<file path="config.mk">
export PLATFORM = sky130hd
export DESIGN_NAME = ssr_event_router
export DESIGN_NICKNAME = d
export VERILOG_FILES = /design/src/verilog/ssr_pkg.sv /design/src/verilog/ssr_event_router.sv
export SDC_FILE = /design/constraint.sdc
export NUM_CORES = 1
export LEC_CHECK = 0
export ABC_CLOCK_PERIOD_IN_PS = 3800
export BUFFER_PORTS_ARGS = -buffer_cell sky130_fd_sc_hd__buf_2
export CAP_MARGIN = 40
export CORE_MARGIN = 2
export CORE_UTILIZATION = 45
export CTS_CLUSTER_DIAMETER = 150
export DETAILED_ROUTE_END_ITERATION = 10
export GPL_TIMING_DRIVEN = 0
export PLACE_DENSITY = 0.69
export SLEW_MARGIN = 15
export SYNTH_ARGS = -nofsm -noshare
export SYNTH_HDL_FRONTEND = slang
export SYNTH_SLANG_ARGS = --single-unit
</file>
<file path="constraint.sdc">
create_clock -name sys_clk -period 3.8 [get_ports sys_clk]
set_input_delay 0.38 -clock sys_clk [delete_from_list [all_inputs] [get_ports sys_clk]]
set_output_delay 0.38 -clock sys_clk [all_outputs]
set_load 0.02 [all_outputs]
</file>
<file path="src/verilog/ssr_pkg.sv">
// Constants, field layout and bus carrier for the event router
package ssr_pkg;

    // ----------------------------------------------------------------
    // Event indices in the status and enable registers
    // ----------------------------------------------------------------
    localparam int N_EV            = 17;
    localparam int EV_BUTTON       = 0;
    localparam int EV_OVERRIDE     = 1;
    localparam int EV_PM_TIMER     = 2;
    localparam int EV_PERIODIC     = 3;
    localparam int EV_SW_TIMER     = 4;
    localparam int EV_PM_CMD       = 5;
    localparam int EV_PCIE_PME     = 6;
    localparam int EV_HOT_PLUG     = 7;
    localparam int EV_TCO_CTRL     = 8;
    localparam int EV_INTRUSION    = 9;
    localparam int EV_FW_WRITE     = 10;
    localparam int EV_SLEEP_TRAP   = 11;
    localparam int EV_GPIO_UNLOCK  = 12;
    localparam int EV_SMBUS        = 13;
    localparam int EV_HOST_NOTIFY  = 14;
    localparam int EV_NMI_REDIRECT = 15;
    localparam int EV_GLOBAL       = 16;

    // Which events can reach each interrupt, and which need an enable
    localparam logic [16:0] SMI_CAP = 17'h0fe3d;
    localparam logic [16:0] SCI_CAP = 17'h101c7;
    localparam logic [16:0] EN_REQ  = 17'h1d8fd;

    // ----------------------------------------------------------------
    // Register offsets (byte addresses)
    // ----------------------------------------------------------------
    localparam logic [7:0] REG_STATUS  = 8'h00;
    localparam logic [7:0] REG_ENABLE  = 8'h04;
    localparam logic [7:0] REG_CONTROL = 8'h08;
    localparam logic [7:0] REG_STATE   = 8'h0c;

    // Control register fields
    localparam int CTL_SELECT    = 0;
    localparam int CTL_GBL_EN    = 1;
    localparam int CTL_EOS       = 2;
    localparam int CTL_FW_RLS    = 3;
    localparam int CTL_FWE       = 4;
    localparam int CTL_FLE       = 5;
    localparam int CTL_SLEEP     = 6;
    localparam int CTL_GPIO_LOCK = 7;
    localparam int CTL_INTR_SEL  = 8;
    localparam int CTL_APIC      = 10;
    localparam int CTL_LINE      = 11;

    // ----------------------------------------------------------------
    // Reset values and encodings
    // ----------------------------------------------------------------
    localparam logic [16:0] STATUS_RST  = 17'h00000;
    localparam logic [16:0] ENABLE_RST  = 17'h00000;
    localparam logic        EOS_RST     = 1'b1;
    localparam logic [4:0]  LINE_RST    = 5'h09;
    localparam logic [4:0]  LINE_LO_MIN = 5'h09;
    localparam logic [4:0]  LINE_LO_MAX = 5'h0b;
    localparam logic [4:0]  LINE_HI_MIN = 5'h14;
    localparam logic [4:0]  LINE_HI_MAX = 5'h17;
    localparam logic [1:0]  INTR_SEL_MGMT = 2'h2;
    localparam logic [15:0] PM_CMD_PORT = 16'h00b2;

    // ----------------------------------------------------------------
    // Timing
    // ----------------------------------------------------------------
    localparam int unsigned CLK_MHZ      = 200;
    localparam int unsigned PM_TIMER_US  = 2340000;
    localparam int unsigned SW_TIMER_MS  = 64;
    localparam int unsigned PERIODIC_MS  = 8;
    localparam int unsigned PM_TIMER_CYC = PM_TIMER_US * CLK_MHZ;
    localparam int unsigned SW_TIMER_CYC = SW_TIMER_MS * 1000 * CLK_MHZ;
    localparam int unsigned PERIODIC_CYC = PERIODIC_MS * 1000 * CLK_MHZ;

    // Classic Wishbone request from the master
    typedef struct packed {
        logic        cyc;
        logic        stb;
        logic        we;
        logic [7:0]  adr;
        logic [3:0]  sel;
        logic [31:0] dat;
    } ssr_wb_req_s;

endpackage : ssr_pkg

</file>
<file path="src/verilog/ssr_event_router.sv">
// Event router: management and control interrupt generation
module ssr_event_router
    import ssr_pkg::*;
#(
    parameter int unsigned PM_TIMER_CYCLES = PM_TIMER_CYC,
    parameter int unsigned PERIODIC_CYCLES = PERIODIC_CYC,
    parameter int unsigned SW_TIMER_CYCLES = SW_TIMER_CYC
) (
    input  wire logic        sys_clk,
    input  wire logic        nrst,
    input  wire ssr_wb_req_s wb_req,
    output logic             wb_ack,
    output logic [31:0]      wb_dat_o,
    input  wire logic        button_press,
    input  wire logic        button_override,
    input  wire logic        wake_s0,
    input  wire logic        pcie_pme_msg,
    input  wire logic        hot_plug_msg,
    input  wire logic        tco_control_msg,
    input  wire logic        intrusion_pin_n,
    input  wire logic        fw_write_attempt,
    input  wire logic        io_write,
    input  wire logic [15:0] io_addr,
    input  wire logic        host_notify_msg,
    input  wire logic        smbus_alert_n,
    input  wire logic        nmi_event,
    input  wire logic        nmi_mapped,
    output logic             virtual_wire_message,
    output logic             acpi_control_interrupt,
    output logic [23:0]      sci_irq_lines,
    output logic             enter_s5
);

    // ----------------------------------------------------------------
    // Register state
    // ----------------------------------------------------------------
    logic [16:0] status_reg;
    logic [16:0] enable_reg;
    logic        select_reg;
    logic        gbl_en_reg;
    logic        eos_reg;
    logic        fwe_reg;
    logic        fle_reg;
    logic        gpio_lock_reg;
    logic        apic_reg;
    logic [1:0]  intr_sel_reg;
    logic [4:0]  line_reg;
    logic        s5_reg;
    logic [1:0]  pin_q1_reg;
    logic [1:0]  pin_q2_reg;
    logic [1:0]  pin_q3_reg;

    // ----------------------------------------------------------------
    // Bus decode
    // ----------------------------------------------------------------
    logic        wr_fire;
    logic [31:0] wmask;
    logic [31:0] wd;
    logic        wr_status;
    logic        wr_enable;
    logic        ctl_lo;
    logic        ctl_hi;

    assign wr_fire   = wb_req.cyc & wb_req.stb & wb_req.we & wb_ack;
    assign wmask     = {{8{wb_req.sel[3]}}, {8{wb_req.sel[2]}},
                        {8{wb_req.sel[1]}}, {8{wb_req.sel[0]}}};
    assign wd        = wb_req.dat & wmask;
    assign wr_status = wr_fire && (wb_req.adr == REG_STATUS);
    assign wr_enable = wr_fire && (wb_req.adr == REG_ENABLE);
    assign ctl_lo    = wr_fire && (wb_req.adr == REG_CONTROL)
                       && wb_req.sel[0];
    assign ctl_hi    = wr_fire && (wb_req.adr == REG_CONTROL)
                       && wb_req.sel[1];

    // ----------------------------------------------------------------
    // Pin synchronisers, bit 0 intrusion, bit 1 SMBus alert
    // ----------------------------------------------------------------
    logic [1:0] pin_fall;

    always_ff @(posedge sys_clk) begin
        if (!nrst) begin
            pin_q1_reg <= 2'h3;
            pin_q2_reg <= 2'h3;
            pin_q3_reg <= 2'h3;
        end else begin
            pin_q1_reg <= {smbus_alert_n, intrusion_pin_n};
            pin_q2_reg <= pin_q1_reg;
            pin_q3_reg <= pin_q2_reg;
        end
    end

    assign pin_fall = pin_q3_reg & ~pin_q2_reg;

    // ----------------------------------------------------------------
    // Free-running timers: ACPI, periodic, software
    // ----------------------------------------------------------------
    localparam int unsigned TMR_CYC [3] = '{PM_TIMER_CYCLES,
                                            PERIODIC_CYCLES,
                                            SW_TIMER_CYCLES};
    logic [2:0] tmr_expire;

    for (genvar i = 0; i < 3; i++) begin : g_tmr
        logic [31:0] cnt_reg;
        assign tmr_expire[i] = (cnt_reg == 32'(TMR_CYC[i] - 1));
        always_ff @(posedge sys_clk) begin
            if (!nrst) begin
                cnt_reg <= 32'h0;
            end else if (tmr_expire[i]) begin
                cnt_reg <= 32'h0;
            end else begin
                cnt_reg <= cnt_reg + 32'h1;
            end
        end
    end

    // ----------------------------------------------------------------
    // Event capture
    // ----------------------------------------------------------------
    logic [16:0] ev_set;

    always_comb begin
        ev_set                  = '0;
        ev_set[EV_BUTTON]       = button_press;
        ev_set[EV_OVERRIDE]     = button_override;
        ev_set[EV_PM_TIMER]     = tmr_expire[0];
        ev_set[EV_PERIODIC]     = tmr_expire[1];
        ev_set[EV_SW_TIMER]     = tmr_expire[2];
        ev_set[EV_PM_CMD]       = io_write
                                  && (io_addr == PM_CMD_PORT);
        ev_set[EV_PCIE_PME]     = pcie_pme_msg;
        ev_set[EV_HOT_PLUG]     = hot_plug_msg;
        ev_set[EV_TCO_CTRL]     = tco_control_msg;
        ev_set[EV_INTRUSION]    = pin_fall[0]
                                  && (intr_sel_reg == INTR_SEL_MGMT);
        ev_set[EV_FW_WRITE]     = (ctl_lo && wd[CTL_FWE] && !fwe_reg
                                   && fle_reg)
                                  || (fw_write_attempt && fwe_reg);
        ev_set[EV_SLEEP_TRAP]   = ctl_lo && wd[CTL_SLEEP];
        ev_set[EV_GPIO_UNLOCK]  = ctl_lo && gpio_lock_reg
                                  && !wd[CTL_GPIO_LOCK]
                                  && enable_reg[EV_GPIO_UNLOCK];
        ev_set[EV_SMBUS]        = host_notify_msg || pin_fall[1];
        ev_set[EV_HOST_NOTIFY]  = host_notify_msg;
        ev_set[EV_NMI_REDIRECT] = nmi_event && nmi_mapped
                                  && enable_reg[EV_NMI_REDIRECT];
        ev_set[EV_GLOBAL]       = ctl_lo && wd[CTL_FW_RLS];
    end

    // Set wins over a same-cycle write-one clear
    always_ff @(posedge sys_clk) begin
        if (!nrst) begin
            status_reg <= STATUS_RST;
        end else if (wr_status) begin
            status_reg <= (status_reg & ~wd[16:0]) | ev_set;
        end else begin
            status_reg <= status_reg | ev_set;
        end
    end

    always_ff @(posedge sys_clk) begin
        if (!nrst) begin
            enable_reg <= ENABLE_RST;
        end else if (wr_enable) begin
            enable_reg <= (enable_reg & ~wmask[16:0]) | wd[16:0];
        end
    end

    // ----------------------------------------------------------------
    // Control register
    // ----------------------------------------------------------------
    always_ff @(posedge sys_clk) begin
        if (!nrst) begin
            select_reg    <= 1'b0;
            gbl_en_reg    <= 1'b0;
            fwe_reg       <= 1'b0;
            fle_reg       <= 1'b0;
            gpio_lock_reg <= 1'b0;
        end else if (ctl_lo) begin
            select_reg    <= wd[CTL_SELECT];
            gbl_en_reg    <= wd[CTL_GBL_EN];
            fwe_reg       <= wd[CTL_FWE];
            fle_reg       <= wd[CTL_FLE];
            gpio_lock_reg <= wd[CTL_GPIO_LOCK];
        end
    end

    logic [4:0] line_wr;
    logic       apic_wr;
    logic       line_ok;

    assign line_wr = wd[CTL_LINE +: 5];
    assign apic_wr = wd[CTL_APIC];
    assign line_ok = (line_wr >= LINE_LO_MIN && line_wr <= LINE_LO_MAX)
                     || (apic_wr && line_wr >= LINE_HI_MIN
                         && line_wr <= LINE_HI_MAX);

    always_ff @(posedge sys_clk) begin
        if (!nrst) begin
            intr_sel_reg <= 2'h0;
            apic_reg     <= 1'b0;
            line_reg     <= LINE_RST;
        end else if (ctl_hi) begin
            intr_sel_reg <= wd[CTL_INTR_SEL +: 2];
            apic_reg     <= apic_wr;
            if (line_ok) begin
                line_reg <= line_wr;
            end else if (!apic_wr && line_reg >= LINE_HI_MIN) begin
                line_reg <= LINE_RST;
            end
        end
    end

    // ----------------------------------------------------------------
    // Interrupt sources
    // ----------------------------------------------------------------
    logic [16:0] eff;
    logic        smi_src;
    logic        smi_pending;
    logic        sci_next;

    assign eff = status_reg & (enable_reg | ~EN_REQ);
    // Alert-only SMBus status needs no enable; notify needs none either, via its SMBus bit
    assign smi_src = |(eff & SMI_CAP)
                     || (status_reg[EV_SMBUS]
                         && !status_reg[EV_HOST_NOTIFY]);
    assign smi_pending = smi_src && gbl_en_reg && !select_reg;
    assign sci_next = !s5_reg
                      && ((select_reg && |(eff & SCI_CAP))
                          || eff[EV_GLOBAL]);

    // ----------------------------------------------------------------
    // Management interrupt delivery
    // ----------------------------------------------------------------
    always_ff @(posedge sys_clk) begin
        if (!nrst) begin
            eos_reg <= EOS_RST;
        end else if (ctl_lo && wd[CTL_EOS]) begin
            eos_reg <= 1'b1;
        end else if (smi_pending && eos_reg) begin
            eos_reg <= 1'b0;
        end
    end

    always_ff @(posedge sys_clk) begin
        if (!nrst) begin
            virtual_wire_message <= 1'b0;
        end else begin
            virtual_wire_message <= smi_pending && eos_reg;
        end
    end

    // ----------------------------------------------------------------
    // Override sleep and control interrupt level
    // ----------------------------------------------------------------
    always_ff @(posedge sys_clk) begin
        if (!nrst) begin
            s5_reg   <= 1'b0;
            enter_s5 <= 1'b0;
        end else begin
            enter_s5 <= button_override;
            if (button_override) begin
                s5_reg <= 1'b1;
            end else if (wake_s0) begin
                s5_reg <= 1'b0;
            end
        end
    end

    always_ff @(posedge sys_clk) begin
        if (!nrst) begin
            acpi_control_interrupt <= 1'b0;
            sci_irq_lines          <= 24'h0;
        end else begin
            acpi_control_interrupt <= sci_next;
            sci_irq_lines <= sci_next ? (24'h1 << line_reg) : 24'h0;
        end
    end

    // ----------------------------------------------------------------
    // Wishbone answer
    // ----------------------------------------------------------------
    always_ff @(posedge sys_clk) begin
        if (!nrst) begin
            wb_ack   <= 1'b0;
            wb_dat_o <= 32'h0;
        end else begin
            wb_ack <= wb_req.cyc && wb_req.stb && !wb_ack;
            case (wb_req.adr)
                REG_STATUS:  wb_dat_o <= {15'h0, status_reg};
                REG_ENABLE:  wb_dat_o <= {15'h0, enable_reg};
                REG_CONTROL: wb_dat_o <= {16'h0, line_reg, apic_reg,
                                          intr_sel_reg, gpio_lock_reg,
                                          1'b0, fle_reg, fwe_reg, 1'b0,
                                          eos_reg, gbl_en_reg, select_reg};
                REG_STATE:   wb_dat_o <= {28'h0, s5_reg, smi_pending,
                                          virtual_wire_message,
                                          acpi_control_interrupt};
                default:     wb_dat_o <= 32'h0;
            endcase
        end
    end
endmodule : ssr_event_router

</file>
# == Word-level counts from Yosys, hierarchy flattened ==
# Index checks and enable logic that the tools add are counted.
# Widths: inputs -> output; s select.
# totals
regBits,211
inputBits,78
output_inout_bits,60
elab_cells,116
# op_classes
addsub,3
n_lt_le_gt_ge,5
n_eq_ne,8
shift,1
mux,6
bitwise_logic,15
n_reduce_logical,54
# ops
operator,n
$add 32x1->32 const B,3
$and 17x17->17,4
$pmux 17 s4,1
$or 17x17->17,3
$not 17->17,2
$eq 32x21->1 const B,1
$eq 32x24->1 const B,1
$eq 32x29->1 const B,1
$logic_and 1x1->1,31
$shl 1x5->24 const A,1
$mux 17,1
$eq 16x8->1 const B,1
$eq 8x4->1 const B,2
$reduce_or 12->1,1
$ge 5x5->1 const B,2
$mux 5,2
$eq 8x3->1 const B,1
$logic_not 8->1,1
$reduce_or 2->1,4
$logic_not 1->1,7
$reduce_or 7->1,1
$ge 5x4->1 const B,1
$le 5x4->1 const B,1
$le 5x5->1 const B,1
other kinds (9),18

# == Longest topological paths before layout ==
# depth
ltp_word,11
depth_mapped,8
ltp_nobuf,6

# == Least setup slack after synthesis ==
# No wires, ideal clock.
# synth_path
kind,in2reg
startpoint,input port wb_req[41] in the netlist's numbering
endpoint,register line_reg[3]
setup_time_ps,115
arrival_ps,2054
required_time_ps,3685
slack_ps,1632
cell_stages,6
n_path_buf,1
path_cell_list,or4_4 > nor4_4 > buf_6 > nand3_4 > or4b_4 > o21a_1
# synth_between
elab_chain_cells,4
# synth_lines
element,line,text
start: declaration,ssr_event_router.sv:11,"input wire ssr_wb_req_s wb_req,"
$eq 8x4->1,ssr_event_router.sv:72,assign ctl_hi = wr_fire && (wb_req.adr == REG_CONTROL)
$logic_and 1x1->1,ssr_event_router.sv:72,
$logic_and 1x1->1,ssr_event_router.sv:73,&& wb_req.sel[1];
$reduce_and 2->1 (no line),n/a,
end signal: assignment,ssr_event_router.sv:206,line_reg <= line_wr;
end: declaration,ssr_event_router.sv:47,logic [4:0] line_reg;
# No other way between the ends.
# A chain may end at the register's enable or synchronous reset.

# == Final worst setup path ==
# layout_path
startpoint,register g_tmr[2].cnt_reg[0]
endpoint,register g_tmr[2].cnt_reg[29]
# layout_between
elab_chain_cells,2
word_cells_on_any_way,3
cone_classes,add/sub: 1; eq/ne: 1; reduce/logical: 1
# layout_lines
element,line,text
start: declaration,ssr_event_router.sv:103,logic [31:0] cnt_reg;
start signal: assignment,ssr_event_router.sv:111,cnt_reg <= cnt_reg + 32'h1;
"parallel branches: the longest is 2 deep, another holds $add 32x1->32",n/a,
# Parallel ways; which one is timed is not known.

==> key figures <==
Logic synthesis
  – Top-count cell post-synth: dfxtp_1
  – Number of synthesized flops with an enable pin: 0
  – Largest cells by area after synthesis: dfxtp_1 48%, nor2_1 6.5%, xor2_1 5.3%, xnor2_1 3.9%, nand3_1 3.7%
  – Mapped Cells: 927
  – Warnings from Yosys: 0
  – Synthesized flop and latch total: 196
  – Share of the yosys chip area belonging to registers: 47.8%
  – Synth top area share: 47.8%
  – Synthesized area: 0.00821 sq mm
  – Top FF cell, synth: dfxtp_1
  – Synth unique cells: 58
  – Mean Syn Cell Area: 8.86 sq um
  – Asr flop ratio synth: 0%
  – Commonest cells in the synthesized netlist: 196 x dfxtp_1, 143 x nor2_1, 76 x nand2_1
  – Area leader, netlist: dfxtp_1

Worst setup path
  – R2R setup slack: 1.37 ns
  – CP Data Required Time: 4.12 ns
  – Max Fanout on Critical Path: 10
  – Worst setup SP type: flop
  – WS Path Type: reg -> reg
  – Reg2Reg Capture Point: g_tmr[2].cnt_reg[29]
  – WP data arrival: 2.75 ns
  – Worst Setup End Kind: flop
  – FF-to-FF path depth: 8
  – Worst r2r src: g_tmr[2].cnt_reg[0]

Final layout
  – Nets: 1150
  – Share of layout cells above drive strength 1: 16.9%
  – Reg area: 0.00392 sq mm
  – Area Overhead vs Synth: 18.4%
  – Fillers: 1685
  – Footprint of the multi-input gates: 0.00397 sq mm
  – Largest register FFs: 96

Placed design
  – Number of buffers added on ports: 106
  – Gp weighted congestion: 0.906
  – HPWL after DPL: 14100 microns

Floorplan
  – Rows: 49
  – Die area: 0.0193 sq mm
  – Io pins: 138
  – Core area: 0.0179 sq mm
  – Initial cell density of the core: 45.9%
  – Die X: 139 microns
  – Die Y: 139 microns

Clock tree
  – Post_cts resized: 0
  – # hold bufs at CTS: 0
  – Postcts setup bufs: 0
  – Total CTS buffers: 17
  – Htree depth: 4
  – Clk sinks: 196
  – Clk buf depth: 2
  – Root buf cell: clkbuf_16
  – Clock-pin slew on the worst setup and hold paths: 0.07 ns
  – CTS tree: done
  – Clk_lat worst skew: 0.44 ns

Power and ir drop
  – Worst vdd ir: 0.000345 V
  – Pwr/cell area: 426 mW/mm^2
  – Final total power: 0.00414 W
  – Leak: 3.77 nW

Route
  – DRT Pass-1 Iters: 6
  – Drt drc: 0
  – Vias: 7007
  – Routed vias/inst: 5.34
  – DR iter-0 viols: 560
  – Avg WL per Cell: 14.8 microns
  – Antenna-violating nets left: 0
  – Wirelength, routed: 19400 microns

Flow run
  – Max_cap viols: 0

Global route
  – Gr ovfl total: 0
  – Vias in the first global route: 6408
  – Largest net degree at the start of global routing: 19
  – First-pass GRT wire length: 31400 microns
  – Gr usage total: 19.9%
  – Number of antenna violations at the first check in global routing: 1

Min path
  – Hold wc startpoint: smbus_alert_n
  – Worst Hold Class: in -> reg
  – Hold Path Sink: pin_q1_reg[1]
  – Hold depth: 2

Timing
  – Setup_tns: 0 ns
  – Final Hold Fails: 0
  – Measured slew at the worst slew-check pin: 0.792 ns
  – Slew headroom: 46.8%
  – Fin crit period: 2.43 ns
  – Skew final: 0.0109 ns
  – RSZ-0062 raised after global routing: no
  – F_max: 412 MHz
  – Crit share post-route: 63.9%
  – Max Slew Vio Count: 0
  – Setup violations, final: 0

Outcome
  – Outcome: complete, no violations
worst max path at each step:
stage / start / to / slack, ns / cells after the start
floorplan: wb_req[41] / line_reg[3] / 1.63 / 6
global placement: wb_req[41] / line_reg[3] / 1.33 / 7
detailed placement: wb_req[41] / line_reg[1] / 1.29 / 7
CTS: g_tmr[2].cnt_reg[0] / g_tmr[2].cnt_reg[29] / 1.36 / 8
global route: g_tmr[1].cnt_reg[0] / g_tmr[1].cnt_reg[18] / 1.23 / 7
finish: g_tmr[2].cnt_reg[0] / g_tmr[2].cnt_reg[29] / 1.37 / 8
metrics by stage:
step	instance area (sq um)	util, %	worst slack [ns]	cells	hold slack, ns
finish	9720	54.3	1.37	1312	0.124
global route	9720	54.3	1.23	1311	0.114
CTS	9720	54.3	1.36	1311	0.107
detailed placement	9100	50.8	1.29	1279	0.397
global placement	9080	50.7	1.33	1276	0.392
floorplan	8260	-	1.63	941	0.386
layout by cell type (no fill, tap or decap), drive strengths merged, types with 3 or more instances in the layout:
cell type and instances:
nand3 61, inv 28, mux4 3, nor2b 5, clkbuf 43, dfxtp 196, o21a 9, a21oi 23
nor2 143, a22o 3, o21ai 28, conb 15, buf 138, bufinv 3, and4 11, nand4 40
mux2i 17, a31oi 5, a21boi 7, xor2 50, nand2b 9, nor4bb 3, nor4 40, clkinvlp 4
or4 7, nor3 24, and3 21, clkinv 3, nand2 76, xnor2 37, ha 3
where the power goes:
group / switching, W / total [W] / internal, W
clock: 0.000821 / 0.00187 / 0.00105
combinational: 0.000111 / 0.000181 / 0.0000704
sequential: 0.0000172 / 0.00209 / 0.00207
worst max-delay path, cell delays in order, from the launching register on:
cell      delay (ns)
dfxtp_1         0.38
ha_1            0.25
nand2_1         0.11
or4_4           0.56
nor4_1          0.45
nand2b_1        0.18
buf_4           0.18
buf_6           0.15
nor2_1          0.05
cell type report:
type | count | area share, %
Timing Repair Buffer | 109 | 5.61
Antenna cell | 1 | 0.0257
Multi-Input combinational cell | 667 | 40.8
Sequential cell | 196 | 40.3
Tap cell | 229 | 2.95
Clock buffer | 17 | 4.37
Buffer | 55 | 2.99
Clock inverter | 15 | 2.01
Inverter | 23 | 0.888
logic make-up after synthesis:
logic type	share of synthesized area (%)
compound gates	6.72
fa+ha+maj	0.457
xor+xnor	9.28
simple gates	28.2
buf+inv	4.59
flops	47.8
other cells	0.0457
mux	2.90
routing by layer:
layer,track usage (%),vias to the layer above,part of all wire (%)
li1,-,3484,-
met1,27.3,3292,48
met2,30.9,194,45
met3,4.25,37,5.0
met4,7.50,0,2.1
met5,0,-,0
Power figures use the tool's default switching activity.
